===== config.mk =====
export PLATFORM = sky130hd
export DESIGN_NAME = phase_zone_sequencer
export DESIGN_NICKNAME = d
export VERILOG_FILES = /design/src/common/phase_zone_pkg.sv /design/src/common/zone_if.sv /design/src/phase_zone_sequencer.sv /design/src/zone_select.sv
export VERILOG_INCLUDE_DIRS = /design/src /design/src/common
export SDC_FILE = /design/constraint.sdc
export NUM_CORES = 1
export LEC_CHECK = 0
export ABC_AREA = 1
export BUFFER_PORTS_ARGS = -buffer_cell sky130_fd_sc_hd__clkbuf_2
export CORE_ASPECT_RATIO = 1.25
export CORE_MARGIN = 5
export CORE_UTILIZATION = 40
export DETAILED_ROUTE_END_ITERATION = 6
export PLACE_DENSITY = 0.55
export RECOVER_POWER = 25
export SLEW_MARGIN = 25
export SYNTH_ARGS = -nofsm -noshare
export SYNTH_HDL_FRONTEND = slang
export SYNTH_SLANG_ARGS = --single-unit
export TNS_END_PERCENT = 10

===== constraint.sdc =====
create_clock -name clk -period 11.3 [get_ports clk]
set_clock_uncertainty 0.05 [all_clocks]
set_input_delay 1.695 -clock clk [delete_from_list [all_inputs] [get_ports clk]]
set_output_delay 1.695 -clock clk [all_outputs]
set_load 0.05 [all_outputs]

===== src/common/phase_zone_defines.svh =====
// Offsets, field positions, reset values and timing counts of the phase zone sequencer.
// Assumes a 20 MHz clock and an 8-bit strap and load current converter with a 2 V full scale.
`ifndef PHASE_ZONE_DEFINES_SVH
`define PHASE_ZONE_DEFINES_SVH
`define I2C_ADDR 7'h20
`define REG_PHASE_STAT 8'h30
`define REG_ZONE_A 8'h34
`define REG_ZONE_B 8'h36
`define REG_SHED_TH1 8'h38
`define REG_SHED_TH4 8'h3B
`define REG_ZCD_TH 8'h3C
`define REG_ZCD_CTL 8'h3D
`define REG_STATUS 8'h3E
`define ZCD_EN_BIT 0
`define ZCD_OFF_MID_BIT 1
`define ZCD_CTL_RST 8'h01
`define ZCD_TH_RST 8'h10
`define ZONE_RST 8'h00
`define SHED_TH_OFF 8'hFF
`define ZONE_MAX 3'h4
`define SEL_SOFT_BOOT_ZONE_STRAP 3'h0
`define SEL_COLD_BOOT_ZONE_STRAP 3'h1
`define SEL_RAMP 3'h6
`define SEL_LOAD_CURRENT_SENSE 3'h7
`define ZB1 8'h15
`define ZB2 8'h27
`define ZB3 8'h3B
`define ZB4 8'h55
`define RB1 8'h20
`define RB2 8'h40
`define RB3 8'h60
`define CLK_PERIOD_NS 50
`define SHED_PERIOD_NS 10000
`define SHED_CYC (`SHED_PERIOD_NS / `CLK_PERIOD_NS)
`define INIT_TIME_NS 500000
`define INIT_CYC (`INIT_TIME_NS / `CLK_PERIOD_NS)
`define RAMP_STEP_NS 1000000
`define RAMP_STEP_CYC (`RAMP_STEP_NS / `CLK_PERIOD_NS)
`endif


===== src/common/phase_zone_pkg.sv =====
// Types shared by the phase zone sequencer and its zone selector.
// Assumes nothing beyond a SystemVerilog compiler.
package phase_zone_pkg;
	typedef enum logic [5:0] {SEQ_OFF = 6'h01, SEQ_STRAP = 6'h02, SEQ_INIT = 6'h04,
		SEQ_RAMP = 6'h08, SEQ_RUN = 6'h10, SEQ_FAULT = 6'h20} seq_e;
	typedef enum logic [4:0] {BUS_IDLE = 5'h01, BUS_RX = 5'h02, BUS_ACK = 5'h04,
		BUS_TX = 5'h08, BUS_RACK = 5'h10} bus_e;
	typedef enum logic [2:0] {PSI_LOW = 3'h1, PSI_MID = 3'h2, PSI_HIGH = 3'h4} psi_e;
	typedef enum logic [1:0] {DRV_LOW = 2'h0, DRV_MID = 2'h1, DRV_HIGH = 2'h2} level_e;
	typedef logic [7:0] byte_t;
	typedef logic [2:0] zone_t;
endpackage


===== src/common/zone_if.sv =====
// Signals between the sequencer and its zone selector.
// Assumes both ends share one clock domain.
`timescale 1ns/1ps
`default_nettype none
interface zone_if;
	import phase_zone_pkg::*;
	psi_e power_save_select;
	logic shed_en;
	byte_t load_current_sense;
	logic [3:0][7:0] th;
	logic cold;
	zone_t zone_a;
	zone_t zone_b;
	zone_t zone;
	logic [7:0] mask;
	modport ctrl(output power_save_select, shed_en, load_current_sense, th, cold, zone_a, zone_b, input zone, mask);
	modport sel(input power_save_select, shed_en, load_current_sense, th, cold, zone_a, zone_b, output zone, mask);
endinterface
`default_nettype wire


===== src/phase_zone_sequencer.sv =====
// Supervisory logic of a multiphase buck controller: straps, soft start, power-good, zones, phase one drive.
// Assumes pin inputs are asynchronous; the converter handshake and modulator input share clk.
`timescale 1ns/1ps
`default_nettype none
`include "phase_zone_defines.svh"
module phase_zone_sequencer #(
	parameter int INIT_CYC = `INIT_CYC,
	parameter int RAMP_STEP_CYC = `RAMP_STEP_CYC
) (
	input wire logic clk,
	input wire logic sys_rst,
	input wire logic ce,
	input wire logic enable,
	input wire logic vcc_uvlo,
	input wire logic ramp_supply_sense,
	input wire logic ovp_fault,
	input wire logic uvp_fault,
	input wire logic in_regulation,
	input wire logic psi_above_low,
	input wire logic psi_above_mid,
	input wire logic zero_current_detect,
	input wire logic [7:0] phase_sense_pos,
	input wire logic first_phase_drive_on,
	input wire logic adc_done,
	input wire logic [7:0] adc_data,
	input wire logic scl_in,
	input wire logic sda_in,
	output logic adc_start,
	output logic [2:0] adc_sel,
	output logic test_current_en,
	output logic power_good_out,
	output logic soft_start_ramp,
	output logic [7:0] phase_enable,
	output logic diode_emulation,
	output phase_zone_pkg::level_e first_phase_drive,
	output logic [7:0] zcd_threshold,
	output logic sda_out,
	output logic sda_oe
);
	import phase_zone_pkg::*;

	logic [18:0] raw, s1_q, s2_q, s3_q, pin_q;
	logic en_s, uvlo_s, rok_s, ovp_s, uvp_s, reg_s, plo_s, pmid_s, zcd_s, scl_s, sda_s;
	logic [7:0] csp_s;

	assign raw = {enable, vcc_uvlo, ramp_supply_sense, ovp_fault, uvp_fault, in_regulation,
		psi_above_low, psi_above_mid, zero_current_detect, scl_in, sda_in, phase_sense_pos};

	// A pin change is taken once the second and third stages agree.
	always_ff @(posedge clk or posedge sys_rst) begin
		if (sys_rst) begin
			s1_q <= '0;
			s2_q <= '0;
			s3_q <= '0;
			pin_q <= '0;
		end else if (ce) begin
			s1_q <= raw;
			s2_q <= s1_q;
			s3_q <= s2_q;
			pin_q <= ((s2_q ~^ s3_q) & s3_q) | ((s2_q ^ s3_q) & pin_q);
		end
	end

	assign {en_s, uvlo_s, rok_s, ovp_s, uvp_s, reg_s, plo_s, pmid_s, zcd_s, scl_s, sda_s, csp_s} = pin_q;

	seq_e seq_q;
	bus_e bus_q;
	psi_e psi_q, psi_now;
	logic [19:0] tmr_q;
	logic [15:0] shed_q;
	logic [2:0] sidx_q;
	logic busy_q, strapped_q, cold_q, power_good_out_q;
	logic [1:0] ramp_sel_q;
	logic [7:0] mask_q, phase_en_q;
	byte_t zone_a_q, zone_b_q, zcd_th_q, zcd_ctl_q, load_current_sense_q;
	logic [3:0][7:0] th_q;
	level_e drive_q;
	logic de_q;
	logic strap_cap, strap_done, fault, active, init_end, ramp_end;
	logic scl_d_q, sda_d_q, scl_rise, scl_fall, bus_start, bus_stop, wr_stb, rw_q;
	logic [3:0] bcnt_q;
	logic [1:0] bidx_q;
	byte_t sh_q, ptr_q;
	zone_if zif();

	zone_select u_zone (
		.zif(zif)
	);

	function automatic zone_t strap_zone(input byte_t code);
		if (code < `ZB1) strap_zone = 3'h0;
		else if (code < `ZB2) strap_zone = 3'h1;
		else if (code < `ZB3) strap_zone = 3'h2;
		else if (code < `ZB4) strap_zone = 3'h3;
		else strap_zone = `ZONE_MAX;
	endfunction

	function automatic logic [19:0] ramp_cycles(input logic [1:0] sel);
		ramp_cycles = 20'(RAMP_STEP_CYC * (int'(sel) + 1));
	endfunction

	function automatic byte_t rd_reg(input byte_t a);
		if (a == `REG_PHASE_STAT) rd_reg = mask_q;
		else if (a == `REG_ZONE_A) rd_reg = zone_a_q;
		else if (a == `REG_ZONE_B) rd_reg = zone_b_q;
		else if (a >= `REG_SHED_TH1 && a <= `REG_SHED_TH4) rd_reg = th_q[a[1:0]];
		else if (a == `REG_ZCD_TH) rd_reg = zcd_th_q;
		else if (a == `REG_ZCD_CTL) rd_reg = zcd_ctl_q;
		else if (a == `REG_STATUS) rd_reg = {2'h0, de_q, cold_q, power_good_out_q, zif.zone};
		else rd_reg = 8'h00;
	endfunction

	always_comb begin
		if (pmid_s) psi_now = PSI_HIGH;
		else if (plo_s) psi_now = PSI_MID;
		else psi_now = PSI_LOW;
	end

	assign strap_cap = (seq_q == SEQ_STRAP) && busy_q && adc_done;
	assign strap_done = strap_cap && (sidx_q == `SEL_RAMP);
	assign fault = ovp_s || uvp_s || !rok_s;
	assign active = (seq_q == SEQ_INIT) || (seq_q == SEQ_RAMP) || (seq_q == SEQ_RUN);
	assign init_end = (seq_q == SEQ_INIT) && (tmr_q == 20'(INIT_CYC - 1));
	assign ramp_end = (seq_q == SEQ_RAMP) && (tmr_q == ramp_cycles(ramp_sel_q) - 20'h1);

	always_ff @(posedge clk or posedge sys_rst) begin
		if (sys_rst) begin
			seq_q <= SEQ_OFF;
		end else if (ce) begin
			if (uvlo_s) begin
				seq_q <= SEQ_OFF;
			end else begin
				unique case (seq_q)
					SEQ_OFF: if (en_s) seq_q <= strapped_q ? SEQ_INIT : SEQ_STRAP;
					SEQ_STRAP: if (strap_done) seq_q <= SEQ_INIT;
					SEQ_INIT: begin
						if (!en_s) seq_q <= SEQ_OFF;
						else if (fault) seq_q <= SEQ_FAULT;
						else if (init_end) seq_q <= SEQ_RAMP;
					end
					SEQ_RAMP: begin
						if (!en_s) seq_q <= SEQ_OFF;
						else if (fault) seq_q <= SEQ_FAULT;
						else if (ramp_end) seq_q <= SEQ_RUN;
					end
					SEQ_RUN: begin
						if (!en_s) seq_q <= SEQ_OFF;
						else if (fault) seq_q <= SEQ_FAULT;
					end
					SEQ_FAULT: if (!en_s) seq_q <= SEQ_OFF;
					default: seq_q <= SEQ_OFF;
				endcase
			end
		end
	end

	always_ff @(posedge clk or posedge sys_rst) begin
		if (sys_rst) begin
			tmr_q <= '0;
		end else if (ce) begin
			if (init_end || (seq_q != SEQ_INIT && seq_q != SEQ_RAMP)) tmr_q <= '0;
			else tmr_q <= tmr_q + 20'h1;
		end
	end

	always_ff @(posedge clk or posedge sys_rst) begin
		if (sys_rst) begin
			power_good_out_q <= 1'b0;
		end else if (ce) begin
			if (uvlo_s || seq_q == SEQ_FAULT) power_good_out_q <= 1'b0;
			else if (seq_q == SEQ_STRAP || seq_q == SEQ_INIT || seq_q == SEQ_RAMP) power_good_out_q <= 1'b0;
			else if (seq_q == SEQ_RUN && reg_s) power_good_out_q <= 1'b1;
		end
	end

	always_ff @(posedge clk or posedge sys_rst) begin
		if (sys_rst) begin
			cold_q <= 1'b1;
			strapped_q <= 1'b0;
		end else if (ce) begin
			if (uvlo_s) begin
				cold_q <= 1'b1;
				strapped_q <= 1'b0;
			end else begin
				if (strap_done) strapped_q <= 1'b1;
				if ((seq_q == SEQ_RUN || seq_q == SEQ_FAULT) && !en_s) cold_q <= 1'b0;
			end
		end
	end

	// The select level is frozen from enable until power-good is high.
	always_ff @(posedge clk or posedge sys_rst) begin
		if (sys_rst) begin
			psi_q <= PSI_HIGH;
		end else if (ce) begin
			if (seq_q == SEQ_OFF && en_s) psi_q <= psi_now;
			else if (power_good_out_q) psi_q <= psi_now;
		end
	end

	always_ff @(posedge clk or posedge sys_rst) begin
		if (sys_rst) begin
			busy_q <= 1'b0;
			sidx_q <= '0;
			shed_q <= '0;
			adc_start <= 1'b0;
			adc_sel <= '0;
			load_current_sense_q <= '0;
		end else if (ce) begin
			adc_start <= 1'b0;
			if (seq_q == SEQ_STRAP) begin
				if (!busy_q) begin
					adc_start <= 1'b1;
					adc_sel <= sidx_q;
					busy_q <= 1'b1;
				end else if (adc_done) begin
					busy_q <= 1'b0;
					sidx_q <= sidx_q + 3'h1;
				end
			end else if (seq_q == SEQ_RUN) begin
				if (shed_q == 16'(`SHED_CYC - 1)) begin
					shed_q <= '0;
					if (!busy_q) begin
						adc_start <= 1'b1;
						adc_sel <= `SEL_LOAD_CURRENT_SENSE;
						busy_q <= 1'b1;
					end
				end else begin
					shed_q <= shed_q + 16'h1;
				end
				if (busy_q && adc_done) begin
					busy_q <= 1'b0;
					load_current_sense_q <= adc_data;
				end
			end else begin
				busy_q <= 1'b0;
				sidx_q <= '0;
				shed_q <= '0;
			end
		end
	end

	assign test_current_en = (seq_q == SEQ_STRAP);
	assign soft_start_ramp = (seq_q == SEQ_RAMP);

	always_ff @(posedge clk or posedge sys_rst) begin
		if (sys_rst) begin
			zone_a_q <= `ZONE_RST;
			zone_b_q <= `ZONE_RST;
			th_q <= {4{`SHED_TH_OFF}};
			zcd_th_q <= `ZCD_TH_RST;
			zcd_ctl_q <= `ZCD_CTL_RST;
			ramp_sel_q <= '0;
			mask_q <= 8'hFF;
		end else if (ce) begin
			if (uvlo_s) begin
				zcd_ctl_q <= `ZCD_CTL_RST;
			end else if (strap_cap) begin
				if (sidx_q == `SEL_SOFT_BOOT_ZONE_STRAP) zone_b_q <= {5'h00, strap_zone(adc_data)};
				else if (sidx_q == `SEL_COLD_BOOT_ZONE_STRAP) zone_a_q <= {5'h00, strap_zone(adc_data)};
				else if (sidx_q == `SEL_RAMP) begin
					if (adc_data < `RB1) ramp_sel_q <= 2'h0;
					else if (adc_data < `RB2) ramp_sel_q <= 2'h1;
					else if (adc_data < `RB3) ramp_sel_q <= 2'h2;
					else ramp_sel_q <= 2'h3;
					mask_q <= ~csp_s;
				end else th_q[2'(sidx_q - 3'h2)] <= adc_data;
			end else if (wr_stb) begin
				if (ptr_q == `REG_ZONE_A) zone_a_q <= sh_q;
				else if (ptr_q == `REG_ZONE_B) zone_b_q <= sh_q;
				else if (ptr_q >= `REG_SHED_TH1 && ptr_q <= `REG_SHED_TH4) th_q[ptr_q[1:0]] <= sh_q;
				else if (ptr_q == `REG_ZCD_TH) zcd_th_q <= sh_q;
				else if (ptr_q == `REG_ZCD_CTL) zcd_ctl_q <= sh_q;
			end
		end
	end

	assign zif.power_save_select = psi_q;
	assign zif.shed_en = power_good_out_q;
	assign zif.load_current_sense = load_current_sense_q;
	assign zif.th = th_q;
	assign zif.cold = cold_q;
	assign zif.zone_a = zone_a_q[2:0];
	assign zif.zone_b = zone_b_q[2:0];

	always_ff @(posedge clk or posedge sys_rst) begin
		if (sys_rst) begin
			phase_en_q <= '0;
			de_q <= 1'b0;
			drive_q <= DRV_MID;
		end else if (ce) begin
			phase_en_q <= active ? (mask_q & zif.mask) : 8'h00;
			de_q <= (zif.zone == `ZONE_MAX);
			// Phase one stays parked mid until its enable output is up, so drive never leads the enable.
			if (!active || !phase_en_q[0]) drive_q <= DRV_MID;
			else if (first_phase_drive_on) drive_q <= DRV_HIGH;
			else if (zcd_ctl_q[`ZCD_EN_BIT]) begin
				// Diode emulation parks the low side off once the current reaches zero.
				drive_q <= (de_q && zcd_s) ? DRV_MID : DRV_LOW;
			end else begin
				drive_q <= zcd_ctl_q[`ZCD_OFF_MID_BIT] ? DRV_MID : DRV_LOW;
			end
		end
	end

	assign phase_enable = phase_en_q;
	assign diode_emulation = de_q && zcd_ctl_q[`ZCD_EN_BIT];
	assign first_phase_drive = drive_q;
	assign power_good_out = power_good_out_q;
	assign zcd_threshold = zcd_th_q;

	assign scl_rise = scl_s && !scl_d_q;
	assign scl_fall = !scl_s && scl_d_q;
	assign bus_start = scl_s && scl_d_q && sda_d_q && !sda_s;
	assign bus_stop = scl_s && scl_d_q && !sda_d_q && sda_s;
	assign wr_stb = (bus_q == BUS_RX) && scl_fall && (bcnt_q == 4'h8) && (bidx_q >= 2'h2);

	always_ff @(posedge clk or posedge sys_rst) begin
		if (sys_rst) begin
			scl_d_q <= 1'b1;
			sda_d_q <= 1'b1;
		end else if (ce) begin
			scl_d_q <= scl_s;
			sda_d_q <= sda_s;
		end
	end

	// Serial slave: address, register pointer, then data with auto-increment.
	always_ff @(posedge clk or posedge sys_rst) begin
		if (sys_rst) begin
			bus_q <= BUS_IDLE;
			bcnt_q <= '0;
			bidx_q <= '0;
			sh_q <= '0;
			ptr_q <= '0;
			rw_q <= 1'b0;
		end else if (ce) begin
			if (bus_start) begin
				bus_q <= BUS_RX;
				bcnt_q <= '0;
				bidx_q <= '0;
			end else if (bus_stop) begin
				bus_q <= BUS_IDLE;
			end else begin
				unique case (bus_q)
					BUS_IDLE: bus_q <= BUS_IDLE;
					BUS_RX: begin
						if (scl_rise) begin
							sh_q <= {sh_q[6:0], sda_s};
							bcnt_q <= bcnt_q + 4'h1;
						end else if (scl_fall && bcnt_q == 4'h8) begin
							bcnt_q <= '0;
							if (bidx_q == 2'h0 && sh_q[7:1] != `I2C_ADDR) begin
								bus_q <= BUS_IDLE;
							end else begin
								bus_q <= BUS_ACK;
								if (bidx_q == 2'h0) rw_q <= sh_q[0];
								else if (bidx_q == 2'h1) ptr_q <= sh_q;
								else ptr_q <= ptr_q + 8'h01;
							end
						end
					end
					BUS_ACK: begin
						if (scl_fall) begin
							if (bidx_q != 2'h3) bidx_q <= bidx_q + 2'h1;
							if (rw_q) begin
								bus_q <= BUS_TX;
								sh_q <= rd_reg(ptr_q);
								ptr_q <= ptr_q + 8'h01;
							end else begin
								bus_q <= BUS_RX;
							end
						end
					end
					BUS_TX: begin
						if (scl_fall) begin
							sh_q <= {sh_q[6:0], 1'b1};
							bcnt_q <= bcnt_q + 4'h1;
							if (bcnt_q == 4'h7) begin
								bus_q <= BUS_RACK;
								bcnt_q <= '0;
							end
						end
					end
					BUS_RACK: begin
						if (scl_rise && sda_s) begin
							bus_q <= BUS_IDLE;
						end else if (scl_fall) begin
							bus_q <= BUS_TX;
							sh_q <= rd_reg(ptr_q);
							ptr_q <= ptr_q + 8'h01;
						end
					end
					default: bus_q <= BUS_IDLE;
				endcase
			end
		end
	end

	assign sda_out = 1'b0;
	assign sda_oe = (bus_q == BUS_ACK) || ((bus_q == BUS_TX) && !sh_q[7]);
endmodule // phase_zone_sequencer
`default_nettype wire


===== src/zone_select.sv =====
// Combinational choice of power zone and the matching phase mask.
// Assumes its inputs come from registers of the sequencer.
`timescale 1ns/1ps
`default_nettype none
`include "phase_zone_defines.svh"
module zone_select (
	zone_if.sel zif
);
	import phase_zone_pkg::*;

	function automatic logic [7:0] zone_mask(input zone_t z);
		unique case (z)
			3'h0: zone_mask = 8'hFF;
			3'h1: zone_mask = 8'h55;
			3'h2: zone_mask = 8'h11;
			default: zone_mask = 8'h01;
		endcase
	endfunction

	function automatic logic shed_off(input byte_t t);
		shed_off = (t == `SHED_TH_OFF);
	endfunction

	zone_t z;

	always_comb begin
		z = 3'h0;
		unique case (zif.power_save_select)
			PSI_HIGH: z = 3'h0;
			PSI_MID: begin
				if (!zif.shed_en) z = 3'h0;
				else if (shed_off(zif.th[3]) || zif.load_current_sense > zif.th[3]) z = 3'h0;
				else if (shed_off(zif.th[2]) || zif.load_current_sense > zif.th[2]) z = 3'h1;
				else if (shed_off(zif.th[1]) || zif.load_current_sense > zif.th[1]) z = 3'h2;
				else if (shed_off(zif.th[0]) || zif.load_current_sense > zif.th[0]) z = 3'h3;
				else z = `ZONE_MAX;
			end
			PSI_LOW: z = zif.cold ? zif.zone_a : zif.zone_b;
			default: z = 3'h0;
		endcase
		if (z > `ZONE_MAX) z = `ZONE_MAX;
	end

	assign zif.zone = z;
	assign zif.mask = zone_mask(z);
endmodule // zone_select
`default_nettype wire


; ---- Word level (Yosys, flattened, before mapping)
; Index checks and enable logic that the tools add are counted.
[totals]
regBits = 255
[op_classes]
addsub = 9
n_mul = 1
magnitude_cmp = 19
n_eq_ne = 78
n_mux = 151
bitwise = 20
n_reduce_logical = 96
[ops]
columns = cell, count
row1 = $mux 8, 43
row2 = $mux 32, 8
row3 = $mux 6, 13
row4 = $mux 3, 25
row5 = $bwmux 32, 2
row6 = $eq 8x6->1 const B, 6
row7 = $pmux 8 s3, 2
row8 = $ne 2x2->1 const B, 23
row9 = $mux 5, 9
row10 = $and 19x19->19, 2
row11 = $pmux 6 s6, 1
row12 = $demux 8 s2, 2
row13 = $eq 8x8->1 const B, 4
row14 = $gt 8x8->1, 4
row15 = $mux 16, 2
row16 = $pmux 8 s4, 1
row17 = $logic_and 1x1->1, 29
row18 = $mux 4, 7
row19 = $reduce_bool 2->1, 14
row20 = $lt 8x6->1 const B, 3
row21 = $lt 8x7->1 const B, 3
row22 = $reduce_and 8->1, 3
row23 = $mux 1, 21
row24 = $add 20x1->20 const B, 1
row25 = 72 further kinds, 146

; ---- Longest topological paths before layout
[logic_depth]
depth_word = 20
ltp_mapped = 24
ltp_nobuf = 24

; ---- By module
; From an unflattened synthesis, not the netlist that was laid out.
[hier_totals]
hier_cells = 1969
hier_area_um2 = 14709.1
[by_module_without_submodules]
columns = module, n_inst, cells_each, area_per_inst_um2
row1 = phase_zone_sequencer, 1, 1769, 13521.7
row2 = zone_select, 1, 200, 1187.4

; ---- Least setup slack after synthesis
; No wires, ideal clock.
[synth_timing]
path_type = register to output
start = register seq_q[5]
end = output port soft_start_ramp
arrival_ps = 2087
path_slack_ps = 7468
stages_incl_launch_ff = 4
cell_sequence = dfrtp_1 -> inv_2 -> nand2_2 -> nor4_1
[synth_via]
elab_chain_len = 1
[synth_lines]
columns = item, line_no
row1 = from (decl), phase_zone_sequencer.sv:66  ; seq_e seq_q;
row2 = from (signal assigned), phase_zone_sequencer.sv:134  ; SEQ_OFF: if (en_s) seq_q <= strapped_q ? SEQ_INIT : SEQ_STRAP;
row3 = $eq 6x4->1, phase_zone_sequencer.sv:244  ; assign soft_start_ramp = (seq_q == SEQ_RAMP);
row4 = to (decl), phase_zone_sequencer.sv:32  ; output logic soft_start_ramp,
; No other way between the ends.

==> results.cfg <==
[outcome]
status = finished with violations
violations = capacitance limit, slew limit

[die]
dieWidth_um = 177
io_pins = 60
rows = 76
dieHeight_um = 219
coreArea_um2 = 34400
die_area_um2 = 38700
start_util = 0.405

[route]
routed_wl_um = 38300
vias = 11861
drc = 0
via_per_inst = 5.20
antenna_left = 0
initialDrtViolationCount = 707
wire_per_inst_um = 16.8
first_pass_iters = 6

[yosys]
yosysTopAreaCell = dfrtp_1
syn_nets = 1851
synthTopCellsByArea = dfrtp_1, nand2_1, dfstp_2
synth-seq-area-share = 0.462
yosys_warnings = 0
async_flop_share = 1.00
ys_seq_elements = 255
avgSynthCellArea_um2 = 7.98
synthFlopType = dfrtp_1
yosys.area.top_type_share = 0.370
synth_commonest_cells = nand2_1, inv_1, dfrtp_1, o21ai_0, nor2_1
synth.distinct_cells = 61
synth_most_common_cell = nand2_1
synth_edf_count = 0
synthCells = 1748
synth_area_um2 = 13900

[timing]
finalWorstSetupSlack_ns = 5.31
slew-limit-headroom = -1.83
post-route-period-util = 0.530
tightest_slew_ns = 4.24
fmax_mhz = 167
drv_slew = 271
hold_violations = 0
rsz0062_at_grt = no
setup-violations-final = 0
min_period_ns = 5.99
setup_tns_ns = 0

[power]
p_seq_frac = 0.441
ir_drop_v = 0.000121
combPwrFrac = 0.143
switching_power_uw = 696
p_int_uw = 1720
p_leak_uw = 0.00785
netSwitchingFraction = 0.288
clockPowerShare = 0.416
power.density_nw_per_um2 = 155

[finish]
fillers = 3516
drive_above_1_share = 0.114
n_antenna_cell = 0
area_delta_synth_final_pct = 12.1
final_cell_area_um2 = 15600
post-route-util = 0.454
fin_nets = 1892
seqCellArea_um2 = 6440
multi_input_area_um2 = 6360

[clocking]
clock_path_buffers = 3
clk_pin_slew_worst_paths_ns = 0.06
ctsHtreeMaxLevel = 1
cts_setup_buffers = 0
clock_sinks = 255
numCtsBuffers = 28
cts_hold_buf = 0
cts_tree = done
root_buffer = clkbuf_16
cts_resized = 0
clk_latency_ns = 0.56

[min_path]
min_path_type = reg -> reg

[grt]
grt_overflow_total = 0
grt_start_max_net_pins = 166
grtUsageMet1 = 0.265
grt_pass1_vias = 11573
track_usage = 0.200
grt_use_met2 = 0.338
grt_pass1_wl_um = 62400
antenna_found_initial = 1
busiest_layer = met2
grt_use_met3 = 0.0287

[worst_setup_path]
critPathRequiredTime_ns = 11.72
critPathMaxStageDelay_ns = 2.75
critical_path_cell_count = 7
cpMostUsedCell = clkbuf_1
cp_slowest_cell = clkbuf_1
r2r-end = th_q[8]
critPathTopFamily = buffers and inverters
critPathCapture = tmr_q[16]
reg2reg_slack_ns = 7.72
r2r_cells = 11
crit_buf_inv = 4
end_kind = register
crit_arrival_ns = 6.41
r2r_start = ptr_q[0]
critPathLaunchType = primary input
crit_chain = clkbuf_1, clkinv_1, clkbuf_1, nor2_1, inv_1, o31ai_1, nor3b_1
startpoint = ce
worstPathMaxFanout = 98
critPathKind = in -> reg

[placement]
dp_slack_ns = 7.21
io_buffers = 58
dp_hpwl_um = 28000
gp_congestion = 0.900
dpl_cell_area_um2 = 14600

[run]
cap_violations = 3
## how the worst min path moves through the flow
stage                  start   endpoint  slack (ns)  cells after the start
floorplan           pin_q[0]  mask_q[0]        0.34                      1
global placement    pin_q[0]  mask_q[0]        0.35                      1
detailed placement  pin_q[0]  mask_q[0]        0.36                      1
CTS                 pin_q[6]  mask_q[6]        0.37                      1
global route        pin_q[0]  mask_q[0]        0.39                      1
finish              pin_q[0]  mask_q[0]        0.37                      1
## power groups by stage
stage	clock [µW]	combinational, µW	sequential (µW)
final	1010	345	1070
after global routing	1070	402	1080
after CTS	1030	348	1070
after detailed placement	0	345	1080
after global placement	0	339	1080
after floorplan	0	245	1070
## cells by family after synthesis
kind of cell,share of synthesized area
simple gates,0.213
compound gates,0.172
buf+inv,0.0819
flops,0.462
fa+ha+maj,0.0637
xor+xnor,0.00503
mux,0.00162
other cells,0.000269
## per-layer routing
layer,wire length [µm],vias up
li1,-,5897
met4,1210,2
met1,16700,5626
met5,11,-
met2,18600,256
met3,1740,80
## cells in the final DEF, fill, tap and decap left out, drive strengths merged, types with 3 or more instances in the layout
cell     synthesis  routed
clkinv           3       9
a21oi          100     100
nand2          436     436
nand3           56      56
o211ai          15      15
a32o             4       4
o21ai          208     208
clkbuf          28     101
a211oi           7       7
xor2             7       7
nor3            30      30
a31oi            7       7
nand3b           3       3
inv            240     238
ha              71      71
a311oi           3       3
o2111ai          6       6
nor2           121     121
or2              6       6
dfstp           49      49
bufinv           0       5
o22ai           35      35
a22oi           10      10
a2bb2oi          3       3
o31ai            7       7
o21a             4       4
nand4           32      32
nor4            10      10
dfrtp          206     206
## state kept, by name, indices dropped and copies added (netlist names), 3 cells and up
register	count
bcnt_q	4
th_q	32
zcd_ctl_q	8
adc_sel	3
bus_q	5
zone_a_q	8
tmr_q	20
load_current_sense_q	8
zone_b_q	8
sidx_q	3
psi_q	3
pin_q	19
s3_q	19
ptr_q	8
s2_q	19
seq_q	6
shed_q	16
phase_enable	8
zcd_threshold	8
mask_q	8
s1_q	19
sh_q	8
## layout make-up
cell class	count	share of cell area
clock buffers	41	0.0532
clock inverters	11	0.0117
inverters	243	0.0584
multi-input cells	1200	0.407
flip-flops and latches	255	0.412
well taps	468	0.0375
repair buffers	61	0.0203
## metrics by stage
step           instances  power (µW)  hold WS [ns]
2_1_floorplan       1748        1320         0.337
6_report            2279        2420         0.367
4_1_cts             2279        2450         0.370
5_1_grt             2279        2550         0.392
3_5_place_dp        2227        1430         0.363
3_3_place_gp        2227        1420         0.352
(Power assumes the default switching activity.)
